**src/lie_params.svh**
```systemverilog
// Offsets, field positions, reset values and counts for the local error/spurious block
`ifndef LIE_PARAMS_SVH
`define LIE_PARAMS_SVH

// Register byte offsets inside the 4-Kbyte window
`define LIE_OFF_SPURIOUS     12'h0F0
`define LIE_OFF_ERR_STATUS   12'h280
`define LIE_OFF_THERMAL      12'h330
`define LIE_OFF_PERF         12'h340
`define LIE_OFF_ERROR_LVE    12'h370
`define LIE_OFF_EXT_FEATURE  12'h400
`define LIE_OFF_EXT_BASE     12'h500
`define LIE_OFF_EXT_LAST     12'h530

// Vector entry field positions
`define LIE_VEC_LSB          0
`define LIE_VEC_MSB          7
`define LIE_MT_LSB           8
`define LIE_MT_MSB           10
`define LIE_PEND_BIT         12
`define LIE_MASK_BIT         16

// Spurious register field positions
`define LIE_SWEN_BIT         8
`define LIE_FOCUS_BIT        9

// Error status flag positions
`define LIE_ERR_SENT_ACC     2
`define LIE_ERR_RECV_ACC     3
`define LIE_ERR_SENT_VEC     5
`define LIE_ERR_RECV_VEC     6
`define LIE_ERR_BAD_ADDR     7

// Extended feature register count field
`define LIE_EXT_CNT_LSB      16
`define LIE_EXT_CNT_MSB      23
`define LIE_EXT_COUNT        8'h04

// Counts and limits
`define LIE_NUM_ENTRIES      7
`define LIE_FIRST_LEGAL_VEC  8'h10

// Reset values
`define LIE_RST_SPUR_VEC     8'hFF
`define LIE_RST_LVE_VEC      8'h00

`endif

```
**src/lie_pkg.sv**
```systemverilog
// Types shared by the local error/spurious block
package lie_pkg;

    // Delivery modes carried in a message or a vector entry
    typedef enum logic [2:0] {
        LIE_MT_FIXED  = 3'h0,
        LIE_MT_LOWEST = 3'h1,
        LIE_MT_SMI    = 3'h2,
        LIE_MT_RREAD  = 3'h3,
        LIE_MT_NMI    = 3'h4,
        LIE_MT_INIT   = 3'h5,
        LIE_MT_START  = 3'h6,
        LIE_MT_EXTERNAL_INTERRUPT_TYPE = 3'h7
    } lie_msg_type_t;

    // Data phase state of the bus slave
    typedef enum logic [1:0] {
        LIE_BUS_IDLE = 2'b01,
        LIE_BUS_DATA = 2'b10
    } lie_bus_state_t;

endpackage

```
**src/lie_local_irq.sv**
```systemverilog
// Local vector entries, error status and spurious register with an AHB-Lite slave
//
// Added by the designer: register access over AHB-Lite.
`include "lie_params.svh"

module lie_local_irq (
    input  wire logic                  clk,             // Core clock, 40 MHz
    input  wire logic                  rst,             // Asynchronous reset, active high
    // AHB-Lite slave
    input  wire logic                  hsel,            // Slave select for the 4-Kbyte window
    input  wire logic [31:0]           haddr,           // Byte address
    input  wire logic [1:0]            htrans,          // Transfer type
    input  wire logic                  hwrite,          // Write when high
    input  wire logic [2:0]            hsize,           // Transfer size
    input  wire logic                  hready,          // Bus ready
    input  wire logic [31:0]           hwdata,          // Write data
    output logic [31:0]                hrdata,          // Read data
    output logic                       hreadyout,       // Slave ready
    output logic                       hresp,           // Always OKAY
    // Interrupt sources
    input  wire logic                  thermal_evt,     // Thermal event pulse
    input  wire logic                  perf_ovf_evt,    // Counter overflow pulse
    input  wire logic [2:0]            ext_src_evt,     // Extended source pulses
    input  wire logic [5:0]            ext_src_sel,     // Two select bits per extended source
    // Delivery to the core interrupt handler
    output logic                       deliver_valid,   // A vector entry is pending
    output lie_pkg::lie_msg_type_t     deliver_type,    // Delivery mode of that entry
    output logic [7:0]                 deliver_vector,  // Vector of that entry, zero for SMI delivery
    input  wire logic                  deliver_ready,   // Core takes the delivery
    // Message traffic with peer controllers
    input  wire logic                  tx_no_accept,    // Own sent message accepted by none
    input  wire logic                  tx_bad_vector,   // Attempt to send an illegal vector
    input  wire logic                  rx_msg_valid,    // Incoming message strobe
    input  wire lie_pkg::lie_msg_type_t rx_msg_type,    // Incoming delivery mode
    input  wire logic [7:0]            rx_msg_vector,   // Incoming vector
    input  wire logic                  rx_none_accept,  // Received message accepted by nobody
    output logic                       rx_msg_accept,   // Incoming message accepted
    // Acknowledge path
    input  wire logic                  ack_req,         // Core acknowledges an interrupt
    input  wire logic [7:0]            ack_vector,      // Vector being acknowledged
    input  wire logic [7:0]            task_priority,   // Current task priority
    output logic                       ack_done,        // One-cycle answer to ack_req
    output logic [7:0]                 ack_out_vector,  // Vector handed to the core
    output logic                       ack_spurious,    // Answer is the spurious vector
    output logic                       ack_set_service, // Set the in-service bit for it
    // Focus check for lowest-priority arbitration
    input  wire logic                  focus_req,       // Lowest-priority message to check
    input  wire logic [7:0]            focus_vector,    // Its vector
    input  wire logic [255:0]          in_service_bits, // In-service vector
    input  wire logic [255:0]          request_bits,    // Request vector
    output logic                       focus_hit        // This core is the focus
);
    import lie_pkg::*;

    localparam int NE = `LIE_NUM_ENTRIES;

    // Fixed delivery with a vector below 16 is illegal
    function automatic logic bad_vec(input lie_msg_type_t mt, input logic [7:0] v);
        bad_vec = (mt == LIE_MT_FIXED) && (v < `LIE_FIRST_LEGAL_VEC);
    endfunction

    // Offsets that hold a register
    function automatic logic is_mapped(input logic [11:0] off);
        is_mapped = (off == `LIE_OFF_SPURIOUS) || (off == `LIE_OFF_ERR_STATUS) ||
                    (off == `LIE_OFF_THERMAL) || (off == `LIE_OFF_PERF) ||
                    (off == `LIE_OFF_ERROR_LVE) || (off == `LIE_OFF_EXT_FEATURE) ||
                    ((off >= `LIE_OFF_EXT_BASE) && (off <= `LIE_OFF_EXT_LAST) &&
                     (off[3:0] == 4'h0));
    endfunction

    // Entry index for an offset, NE when none
    function automatic logic [2:0] entry_of(input logic [11:0] off);
        if (off == `LIE_OFF_THERMAL) begin
            entry_of = 3'h0;
        end else if (off == `LIE_OFF_PERF) begin
            entry_of = 3'h1;
        end else if (off == `LIE_OFF_ERROR_LVE) begin
            entry_of = 3'h2;
        end else if ((off >= `LIE_OFF_EXT_BASE) && (off <= `LIE_OFF_EXT_LAST) &&
                     (off[3:0] == 4'h0)) begin
            entry_of = 3'(3 + off[5:4]);
        end else begin
            entry_of = 3'(NE);
        end
    endfunction

    // Register state
    logic [7:0]           spur_vec;        // Spurious vector
    logic                 software_enable; // Global software enable
    logic                 focus_check_ctl; // One disables focus checking
    logic [7:0]           err_status;      // Captured error flags
    logic [7:0]           err_int, err_prev; // Internal errors now and one cycle ago
    logic [7:0]           lve_vec  [NE];   // Entry vector fields
    lie_msg_type_t        lve_type [NE];   // Entry message type fields
    logic [NE-1:0]        lve_mask;        // Entry mask bits
    logic [NE-1:0]        lve_pend;        // Entry delivery pending bits

    // Bus data phase registers
    lie_bus_state_t       bus_state;       // Idle or in a data phase
    logic                 dp_write;        // Data phase is a write
    logic [11:0]          dp_off;          // Data phase offset

    // Address phase decode
    wire                  ap_valid  = hsel && htrans[1] && hready;
    wire [11:0]           ap_off    = haddr[11:0];
    wire                  ap_bad    = ap_valid && !is_mapped(ap_off);
    wire                  dp_wr     = (bus_state == LIE_BUS_DATA) && dp_write;
    wire [2:0]            dp_entry  = entry_of(dp_off);
    wire                  wr_spur   = dp_wr && (dp_off == `LIE_OFF_SPURIOUS);
    wire                  wr_err    = dp_wr && (dp_off == `LIE_OFF_ERR_STATUS);
    wire [2:0]            ap_entry  = entry_of(ap_off);

    // Source events per entry; extended sources pick their entry
    logic [NE-1:0]        evt;
    wire                  err_evt;
    always_comb begin
        evt    = '0;
        evt[0] = thermal_evt;
        evt[1] = perf_ovf_evt;
        evt[2] = err_evt;
        for (int s = 0; s < 3; s++) begin
            if (ext_src_evt[s]) begin
                evt[3 + ext_src_sel[2*s +: 2]] = 1'b1;
            end
        end
    end

    // An entry takes an event only when unmasked and enabled
    logic [NE-1:0]        take;
    logic [NE-1:0]        take_bad;
    always_comb begin
        for (int i = 0; i < NE; i++) begin
            take[i]     = evt[i] && !lve_mask[i] && software_enable;
            take_bad[i] = take[i] && bad_vec(lve_type[i], lve_vec[i]);
        end
    end

    // Lowest index pending entry goes to the core first
    logic [2:0]           sel;
    always_comb begin
        sel = 3'(NE);
        for (int i = NE - 1; i >= 0; i--) begin
            if (lve_pend[i]) begin
                sel = 3'(i);
            end
        end
    end
    wire                  sel_ok   = (sel != 3'(NE));
    wire                  deliver_fire = deliver_valid && deliver_ready;

    assign deliver_valid  = sel_ok;
    assign deliver_type   = sel_ok ? lve_type[sel] : LIE_MT_FIXED;
    assign deliver_vector = (!sel_ok) ? 8'h00 :
                            (lve_type[sel] == LIE_MT_SMI) ? 8'h00 : lve_vec[sel];

    // Incoming message checks
    wire                  rx_maskable = (rx_msg_type == LIE_MT_FIXED) ||
                                        (rx_msg_type == LIE_MT_LOWEST) ||
                                        (rx_msg_type == LIE_MT_EXTERNAL_INTERRUPT_TYPE);
    wire                  rx_bad    = rx_msg_valid && bad_vec(rx_msg_type, rx_msg_vector);
    assign rx_msg_accept  = rx_msg_valid && !rx_bad &&
                            (software_enable || !rx_maskable);

    // Errors found in this cycle
    logic [7:0]           err_now;
    always_comb begin
        err_now = 8'h00;
        err_now[`LIE_ERR_SENT_ACC] = tx_no_accept;
        err_now[`LIE_ERR_RECV_ACC] = rx_msg_valid && rx_none_accept;
        err_now[`LIE_ERR_SENT_VEC] = tx_bad_vector || (|take_bad);
        err_now[`LIE_ERR_RECV_VEC] = rx_bad;
        err_now[`LIE_ERR_BAD_ADDR] = ap_bad;
    end
    // A flag newly set in the flops asks for an error interrupt; no loop through err_now
    assign err_evt = |(err_int & ~err_prev);

    // Focus is the in-service or request bit; setting the control disables it
    assign focus_hit = focus_req && !focus_check_ctl &&
                       (in_service_bits[focus_vector] || request_bits[focus_vector]);

    // Read data for the address phase offset
    logic [31:0]          rd_val;
    always_comb begin
        rd_val = 32'h0000_0000;
        if (ap_off == `LIE_OFF_SPURIOUS) begin
            rd_val[`LIE_VEC_MSB:`LIE_VEC_LSB] = spur_vec;
            rd_val[`LIE_SWEN_BIT]  = software_enable;
            rd_val[`LIE_FOCUS_BIT] = focus_check_ctl;
        end else if (ap_off == `LIE_OFF_ERR_STATUS) begin
            rd_val[7:0] = err_status;
        end else if (ap_off == `LIE_OFF_EXT_FEATURE) begin
            rd_val[`LIE_EXT_CNT_MSB:`LIE_EXT_CNT_LSB] = `LIE_EXT_COUNT;
        end else if (ap_entry != 3'(NE)) begin
            rd_val[`LIE_VEC_MSB:`LIE_VEC_LSB] = lve_vec[ap_entry];
            rd_val[`LIE_MT_MSB:`LIE_MT_LSB]   = lve_type[ap_entry];
            rd_val[`LIE_PEND_BIT]             = lve_pend[ap_entry];
            rd_val[`LIE_MASK_BIT]             = lve_mask[ap_entry] || !software_enable;
        end
    end

    assign hreadyout = 1'b1;   // Zero wait states; every access ends in one data phase
    assign hresp     = 1'b0;   // Unmapped offsets read zero and still answer OKAY

    // Bus phase tracking and registered read data
    always_ff @(posedge clk or posedge rst) begin
        if (rst) begin
            bus_state <= LIE_BUS_IDLE;
            dp_write  <= 1'b0;
            dp_off    <= 12'h000;
            hrdata    <= 32'h0000_0000;
        end else begin
            case (bus_state)
                LIE_BUS_IDLE,
                LIE_BUS_DATA: begin
                    bus_state <= ap_valid ? LIE_BUS_DATA : LIE_BUS_IDLE;
                end
                default: begin
                    bus_state <= LIE_BUS_IDLE;
                end
            endcase
            dp_write <= ap_valid && hwrite;
            dp_off   <= ap_off;
            hrdata   <= (ap_valid && !hwrite) ? rd_val : 32'h0000_0000;
        end
    end

    // Spurious register; enable resumes on a write of one
    always_ff @(posedge clk or posedge rst) begin
        if (rst) begin
            spur_vec        <= `LIE_RST_SPUR_VEC;
            software_enable <= 1'b0;
            focus_check_ctl <= 1'b0;
        end else if (wr_spur) begin
            spur_vec        <= hwdata[`LIE_VEC_MSB:`LIE_VEC_LSB];
            software_enable <= hwdata[`LIE_SWEN_BIT];
            focus_check_ctl <= hwdata[`LIE_FOCUS_BIT];
        end
    end

    // Error capture: a write copies and clears, a new error in that cycle survives
    always_ff @(posedge clk or posedge rst) begin
        if (rst) begin
            err_status <= 8'h00;
            err_int    <= 8'h00;
            err_prev   <= 8'h00;
        end else begin
            err_prev   <= err_int;
            err_int    <= wr_err ? err_now : (err_int | err_now);
            if (wr_err) begin
                err_status <= err_int;
            end
        end
    end

    // Vector entries: masks forced while disabled, pending set wins over delivery clear
    always_ff @(posedge clk or posedge rst) begin
        if (rst) begin
            for (int i = 0; i < NE; i++) begin
                lve_vec[i]  <= `LIE_RST_LVE_VEC;
                lve_type[i] <= LIE_MT_FIXED;
            end
            lve_mask <= '1;
            lve_pend <= '0;
        end else begin
            for (int i = 0; i < NE; i++) begin
                if (dp_wr && (dp_entry == 3'(i))) begin
                    lve_vec[i]  <= hwdata[`LIE_VEC_MSB:`LIE_VEC_LSB];
                    lve_type[i] <= lie_msg_type_t'(hwdata[`LIE_MT_MSB:`LIE_MT_LSB]);
                    lve_mask[i] <= hwdata[`LIE_MASK_BIT] || !software_enable;
                end else if (!software_enable) begin
                    lve_mask[i] <= 1'b1;
                end
                if (take[i] && !take_bad[i]) begin
                    lve_pend[i] <= 1'b1;
                end else if (deliver_fire && (sel == 3'(i))) begin
                    lve_pend[i] <= 1'b0;
                end
            end
        end
    end

    // Acknowledge: raised task priority turns the answer spurious
    wire                  ack_is_spur = task_priority[7:4] >= ack_vector[7:4];
    always_ff @(posedge clk or posedge rst) begin
        if (rst) begin
            ack_done        <= 1'b0;
            ack_out_vector  <= 8'h00;
            ack_spurious    <= 1'b0;
            ack_set_service <= 1'b0;
        end else begin
            ack_done        <= ack_req;
            ack_out_vector  <= !ack_req ? 8'h00 : (ack_is_spur ? spur_vec : ack_vector);
            ack_spurious    <= ack_req && ack_is_spur;
            ack_set_service <= ack_req && !ack_is_spur;
        end
    end

endmodule

```
**config.mk**
```make
export PLATFORM = sky130hd
export DESIGN_NAME = lie_local_irq
export DESIGN_NICKNAME = d
export VERILOG_FILES = /design/src/lie_pkg.sv /design/src/lie_local_irq.sv
export VERILOG_INCLUDE_DIRS = /design/src
export SDC_FILE = /design/constraint.sdc
export NUM_CORES = 1
export LEC_CHECK = 0
export ABC_AREA = 1
export ABC_CLOCK_PERIOD_IN_PS = 11500
export BUFFER_PORTS_ARGS = -buffer_cell sky130_fd_sc_hd__buf_2
export CAP_MARGIN = 20
export CORE_AREA = 2 2 273 275
export DETAILED_ROUTE_END_ITERATION = 10
export DIE_AREA = 0 0 275 277
export SLEW_MARGIN = 0
export SYNTH_ARGS = -nofsm -noshare
export SYNTH_HDL_FRONTEND = slang
export SYNTH_SLANG_ARGS = --single-unit
```
**constraint.sdc**
```tcl
create_clock -name clk -period 11.5 [get_ports clk]
set_input_delay 2.3 -clock clk [delete_from_list [all_inputs] [get_ports clk]]
set_output_delay 2.3 -clock clk [all_outputs]
set_load 0.05 [all_outputs]
```
==> results of run 1 <==
[Yosys cell counts (2+ instances only)]
master	n	share of area, %
nand3_2	2	0.14
nand3b_1	4	0.21
nand4_2	3	0.26
nor2_1	203	5.3
a221oi_1	4	0.25
o221ai_1	5	0.31
dfrtp_1	140	25
o211ai_1	51	2.7
buf_6	5	0.39
nand3_1	409	14
inv_1	265	7.0
nand4_1	19	0.83
buf_1	10	0.26
inv_2	3	0.079
conb_1	2	0.053
nor2_2	8	0.35
buf_4	30	1.6
clkinv_1	4	0.11
nor4_1	11	0.48
o21ai_2	8	0.49
o21ai_0	214	7.5
o21bai_1	2	0.11
buf_2	74	2.6
nor3_2	2	0.14
a21oi_1	38	1.3
nand2_2	10	0.44
a21oi_2	2	0.12
a21boi_0	5	0.26
nand2_1	703	18
nor2_4	2	0.16
a211oi_1	3	0.16
a22o_1	5	0.31
o21ai_1	13	0.46
nor3_1	11	0.39
ha_1	23	2.0
o22ai_1	9	0.39
clkbuf_1	46	1.2
or2_2	10	0.44
dfstp_2	16	2.9
[power breakdown]
| group | internal [mW] | switching (mW) |
|---|---|---|
| Sequential | 0.558 | 0.00363 |
| Clock | 0.292 | 0.276 |
| Combinational | 0.206 | 0.494 |
| Total | 1.06 | 0.773 |
[path summary, 6_finish.rpt]
kind                          endpoint  slack [ns]  depth (start not counted)
setup reg to reg           lve_pend[3]        8.69                          9
hold reg to reg            err_prev[7]        0.37                          0
hold / removal             err_prev[7]        0.37                          0
max in group asynchronous  err_prev[6]        8.09                          3
min in group asynchronous     ack_done        1.98                          2
setup / recovery             focus_hit        3.32                         16
[metal layers]
layer | vias up | global-route usage, %
met5 | - | 0
met3 | 93 | 2.81
li1 | 8753 | -
met4 | 8 | 4.52
met1 | 8146 | 22.4
met2 | 768 | 31.7
[state kept, by name, summed over array words and instances (netlist names), 7 cells and up]
register,cells
hrdata,14
ack_out_vector,8
lve_pend,7
dp_off,12
lve_vec,56
lve_mask,7
spur_vec,8
lve_type,21
[critical path, stage by stage]
cell and delay (ns):
buf_4 0.27, inv_4 0.51, buf_4 0.79, o211ai_1 0.19, nand3_1 0.17, nand3_1 0.15
nand3_1 0.19, nand3_1 0.20, nand2_1 0.11, nor2_1 0.05, nand2_1 0.05, nand2_1 0.13
nand2_1 0.09, nand2_1 0.04, nor2_1 0.14, buf_2 0.30
[logic make-up (layout without fill, tap and decap cells)]
family,after synthesis,in the layout,synth area share (%)
compound gates,367,367,15.0
fa+ha+maj,23,23,2.01
buf+inv,438,942,13.2
flops,156,156,27.5
other cells,2,26,0.0526
simple gates,1401,1401,42.3
[layout make-up]
class	instances	area [sq um]	share of cell area [%]
diodes	6	15.0	0.0807
multi-input cells	1811	8550	45.9
clock inverters	15	176	0.948
flip-flops and latches	156	3920	21.1
clock buffers	17	425	2.29
repair buffers	638	3280	17.6
well taps	969	1210	6.52
inverters	272	1030	5.55
==> impl_metrics.py, run 1 <==
metrics = {
    "outcome": {
        "outcome": "finished, final reports clean",
    },
    "finish": {
        "n_fill_cell": 8391,
        "layout.nets": 3558,
        "fin_area_sq_mm": 0.0186,
        "final_cell_count_no_fill": 3884,
        "final_cell_mix": "nand2_1 (703), buf_2 (623), nand3_1 (409), inv_1 (263), o21ai_0 (214)",
        "postLayoutCoreUtil_pct": 25.3,
        "area_growth_pct": 30.3,
        "final_common_cell": "nand2_1",
        "drive_gt1_share_pct": 25.6,
    },
    "routing": {
        "dr_wl_met3_um": 5250,
        "remaining_drc_errors": 0,
        "wl_met1_um": 29500,
        "ant_nets": 0,
        "top_layer_used": "met5",
        "wire_per_inst_um": 18.6,
        "drt_iter0_drc": 1429,
        "vias_per_cell": 4.57,
        "route.vias.total": 17800,
        "drt_wl_total_um": 72300,
        "dr.pass1.iters": 6,
        "wl_met2_um": 35800,
    },
    "placement": {
        "place_congestion": 0.916,
        "portBuffers": 625,
        "dp_hpwl_um": 55800,
        "place_inst": 3846,
        "postPlaceCellArea_sq_mm": 0.0180,
        "dp_slack_ns": 3.21,
    },
    "pwr": {
        "total_power_mw": 1.83,
        "power.density_mw_per_mm2": 98.3,
        "ir_worst_vdd_mv": 0.161,
        "p_leak_nw": 10.1,
    },
    "setup_path": {
        "reg2reg_from": "lve_pend[0]",
        "cp-end-kind": "primary output",
        "path_max_fanout": 78,
        "cp.arrival_ns": 5.88,
        "critPathKind": "in2out",
        "cp_data_required_time_ns": 9.20,
        "start_kind": "input port",
        "critPathLaunch": "focus_vector[1]",
    },
    "clock_tree": {
        "post_cts_resized": 0,
        "path_clk_slew_ns": 0.07,
        "htreeDepth": 4,
        "clk_latency_ns": 0.44,
        "cts_tree": "done",
        "cts_buffers": 17,
        "ctsHoldBuffers": 0,
        "cts_sinks": 156,
        "clockBufferDepth": 2,
        "cts_root_buffer": "clkbuf_16",
        "post_cts_buffers": 0,
    },
    "logic_synthesis": {
        "netlist_instances": 2387,
        "ys_seq_elements": 156,
        "async_reset_ff_share_pct": 100,
        "synth_area_per_cell_sq_um": 5.98,
        "synth_edf_count": 0,
        "yosysWarnings": 0,
        "synth_seq_area_share_pct": 27.5,
        "yosysUniqueCellTypes": 52,
        "synthFlopType": "dfrtp_1",
        "syn_area_sq_mm": 0.0143,
    },
    "global_route": {
        "track_usage_pct": 17.9,
        "grt_pass1_vias": 16200,
        "grt_first_pass_wirelength_um": 103000,
        "overflow": 0,
        "grt_max_degree": 160,
        "antenna_found_initial": 16,
    },
    "timing": {
        "period_minus_slack_ns": 8.18,
        "worst_pin_slew_ns": 1.11,
        "period_share_pct": 71.1,
        "max_freq_ghz": 0.122,
        "finClkSkew_ns": 0.0153,
        "hold_violations": 0,
        "slew_headroom_pct": 25.6,
        "final-setup-viol-count": 0,
        "rsz0062_at_grt": "false",
        "slew_violations": 0,
        "final.setup.tns_ns": 0,
        "final.setup.worst_slack_ns": 3.32,
        "whs_ns": 0.369,
    },
    "die": {
        "pin_count": 698,
        "die_w_um": 275,
        "fp.dieArea_sq_mm": 0.0762,
        "die_h_um": 277,
        "initial_utilization_pct": 19.4,
        "placementRows": 100,
        "core_area_sq_mm": 0.0736,
    },
    "worst_hold_path": {
        "hold_class": "reg2reg",
        "holdCritStartpoint": "err_int[7]",
    },
    "job": {
        "max_cap_violations": 0,
    },
}
Note: power is estimated with default switching activity, not from simulation.
==> inputs of run 2 (changes only) <==
--- a/config.mk
+++ b/config.mk
@@ -6,13 +6,13 @@
 export SDC_FILE = /design/constraint.sdc
 export NUM_CORES = 1
 export LEC_CHECK = 0
-export ABC_AREA = 1
-export ABC_CLOCK_PERIOD_IN_PS = 11500
+export ABC_AREA = 0
+export ABC_CLOCK_PERIOD_IN_PS = 7400
 export BUFFER_PORTS_ARGS = -buffer_cell sky130_fd_sc_hd__buf_2
 export CAP_MARGIN = 20
-export CORE_AREA = 2 2 273 275
+export CORE_AREA = 2 2 270 272
 export DETAILED_ROUTE_END_ITERATION = 10
-export DIE_AREA = 0 0 275 277
+export DIE_AREA = 0 0 272 274
 export SLEW_MARGIN = 0
 export SYNTH_ARGS = -nofsm -noshare
 export SYNTH_HDL_FRONTEND = slang
==> constraint.sdc (replaced) <==
create_clock -name clk -period 7.4 [get_ports clk]
set_input_delay 1.48 -clock clk [delete_from_list [all_inputs] [get_ports clk]]
set_output_delay 1.48 -clock clk [all_outputs]
set_load 0.05 [all_outputs]
==> impl_metrics.py, run 2 <==
metrics = {
    "outcome": {
        "outcome": "finished, final reports clean",
    },
    "logic_synthesis": {
        "ys_top_cells_by_area": "dfrtp_1 (30%), mux2_2 (8.5%), nor3_1 (6.9%)",
        "yosysUniqueCellTypes": 83,
        "synth_simple_gate_area_share_pct": 23.3,
        "synth_common_cells": "nor3_1 (160), nor2_1 (149), dfrtp_1 (140), a211oi_1 (90), mux2_2 (88)",
        "netlist_instances": 1352,
        "synth_seq_area_share_pct": 33.6,
        "synth_top_area_cell": "dfrtp_1",
        "synth_fa_ha_area_share_pct": 2.46,
        "synth_top_area_share_pct": 30.0,
        "synth_top_family_by_area": "simple AND/OR/NAND/NOR gates",
        "async_reset_ff_share_pct": 100,
        "ys_seq_elements": 156,
        "syn_area_sq_mm": 0.0117,
        "synth_xor_area_share_pct": 0,
        "synth_edf_count": 0,
        "synth_mux_area_share_pct": 15.9,
        "synth_most_common_cell": "nor3_1",
        "yosysWarnings": 0,
        "synth_compound_area_share_pct": 18.8,
        "synth_area_per_cell_sq_um": 8.64,
        "synthFlopType": "dfrtp_1",
    },
    "timing": {
        "final.setup.worst_slack_ns": 1.19,
        "period_minus_slack_ns": 6.21,
        "max_freq_ghz": 0.161,
        "final.setup.tns_ns": 0,
        "hold_violations": 0,
        "slew_violations": 0,
        "final-setup-viol-count": 0,
        "rsz0062_at_grt": "false",
        "period_share_pct": 83.9,
        "worst_pin_slew_ns": 1.35,
        "whs_ns": 0.419,
        "slew_headroom_pct": 7.91,
        "finClkSkew_ns": 0.0107,
    },
    "setup_path": {
        "reg2reg_to": "lve_type[9]",
        "cp_data_required_time_ns": 5.92,
        "start_kind": "input port",
        "cp-end-kind": "primary output",
        "cp.arrival_ns": 4.73,
        "critPathKind": "in2out",
        "path_max_fanout": 81,
        "ff2ff_path_depth": 6,
        "reg2reg_from": "dp_off[1]",
        "r2r_setup_slack_ns": 4.47,
    },
    "routing": {
        "remaining_drc_errors": 0,
        "drt_iter0_drc": 1494,
        "route.vias.total": 14200,
        "ant_nets": 0,
        "drt_wl_total_um": 82000,
        "dr.pass1.iters": 7,
        "wire_per_inst_um": 28.0,
        "vias_per_cell": 4.84,
    },
    "clock_tree": {
        "clockBufferDepth": 2,
        "cts_tree": "done",
        "cts_root_buffer": "clkbuf_16",
        "htreeDepth": 4,
        "post_cts_buffers": 0,
        "path_clk_slew_ns": 0.07,
        "post_cts_resized": 0,
        "ctsHoldBuffers": 0,
        "clk_latency_ns": 0.43,
        "cts_buffers": 17,
        "cts_sinks": 156,
    },
    "worst_hold_path": {
        "holdCritStartpoint": "err_int[6]",
        "hold_class": "reg2reg",
        "holdPathEnd": "err_prev[6]",
        "worstHoldPathCells": 0,
    },
    "finish": {
        "fin_area_sq_mm": 0.0164,
        "final_cell_mix": "buf_2 (623), nor3_1 (159), nor2_1 (149), dfrtp_1 (140), a211oi_1 (90)",
        "reg_top3": "lve_vec: 56 flops, lve_type: 21 flops, hrdata: 14 flops",
        "drive_gt1_share_pct": 42.2,
        "layout.nets": 2589,
        "final_cell_count_no_fill": 2924,
        "area_growth_pct": 40.6,
        "largest_reg_flops": 56,
        "final_common_cell": "buf_2",
        "largest-register": "lve_vec",
    },
    "placement": {
        "postPlaceCellArea_sq_mm": 0.0157,
        "dp_hpwl_um": 69500,
        "portBuffers": 625,
        "place_congestion": 0.979,
        "place_inst": 2866,
        "dp_slack_ns": 1.46,
    },
    "global_route": {
        "overflow": 0,
        "grt_max_degree": 100,
        "track_usage_pct": 21.1,
        "antenna_found_initial": 95,
        "grt_first_pass_wirelength_um": 109000,
        "grt_pass1_vias": 13300,
    },
    "pwr": {
        "ir_worst_vdd_mv": 0.151,
        "power.density_mw_per_mm2": 143,
        "p_leak_nw": 7.47,
    },
    "die": {
        "fp.dieArea_sq_mm": 0.0745,
        "die_h_um": 274,
        "die_w_um": 272,
        "initial_utilization_pct": 16.2,
        "placementRows": 99,
        "pin_count": 698,
        "core_area_sq_mm": 0.0720,
    },
    "job": {
        "max_cap_violations": 0,
    },
}
run 2: cell count changes after synthesis, sizes merged, moves of 62 or more:
cell,delta
nor3,+148
nor2,-63
mux2i,+62
mux2,+99
nand2,-643
o21ai,-190
nand3,-362
a211oi,+88
inv,-234
run 2: worst max-delay path by stage:
stage / start / end / slack [ns] / cells after the start
after floorplan: rst / ack_done / 1.74 / 1
after global placement: focus_vector[1] / focus_hit / 1.41 / 9
after detailed placement: focus_vector[1] / focus_hit / 1.46 / 9
after CTS: focus_vector[1] / focus_hit / 1.42 / 9
after global routing: focus_vector[1] / focus_hit / 1.23 / 9
final: focus_vector[1] / focus_hit / 1.19 / 9
run 2: final cells by class:
cell class / instances / area, sq um
Clock buffer: 17 / 425
Tap cell: 959 / 1200
Multi-Input combinational cell: 1073 / 7180
Fill cell: 8086 / 55500
Antenna cell: 25 / 62.6
Clock inverter: 15 / 200
Sequential cell: 156 / 3920
Timing Repair Buffer: 643 / 3280
Inverter: 36 / 140
run 2: layer usage:
layer,GRT usage (%),routed length [um]
met1,26.4,33000
met2,33.9,36200
met3,9.65,10700
met4,3.15,1590
met5,0,473
run 2: cells by family (layout without fill, tap and decap cells):
kind of cell	after synthesis	after routing
and+or+nand+nor	549	549
AOI/OAI and AO/OA	316	316
muxes	165	165
DFF	156	156
buffers and inverters	141	711
adders and majority gates	23	23
other	2	45
run 2: report_power, final:
group	switching [mW]	total [mW]	internal [mW]
Sequential	0.0188	0.893	0.875
Combinational	0.323	0.524	0.201
Clock	0.388	0.932	0.543
run 2: through the flow:
step	utilization, %	total power [mW]
floorplan	-	1.13
global placement	21.8	1.42
detailed placement	21.8	1.42
CTS	22.7	2.36
global route	22.7	2.44
finish	22.8	2.35
run 2: worst max-delay path, cell delays in order:
cell	delay, ns
buf_6	0.46
nand2b_1	0.57
a211oi_1	0.09
a2111oi_0	1.13
a211oi_1	0.29
a31oi_1	0.21
nor4_1	0.09
a22o_1	0.18
buf_2	0.22
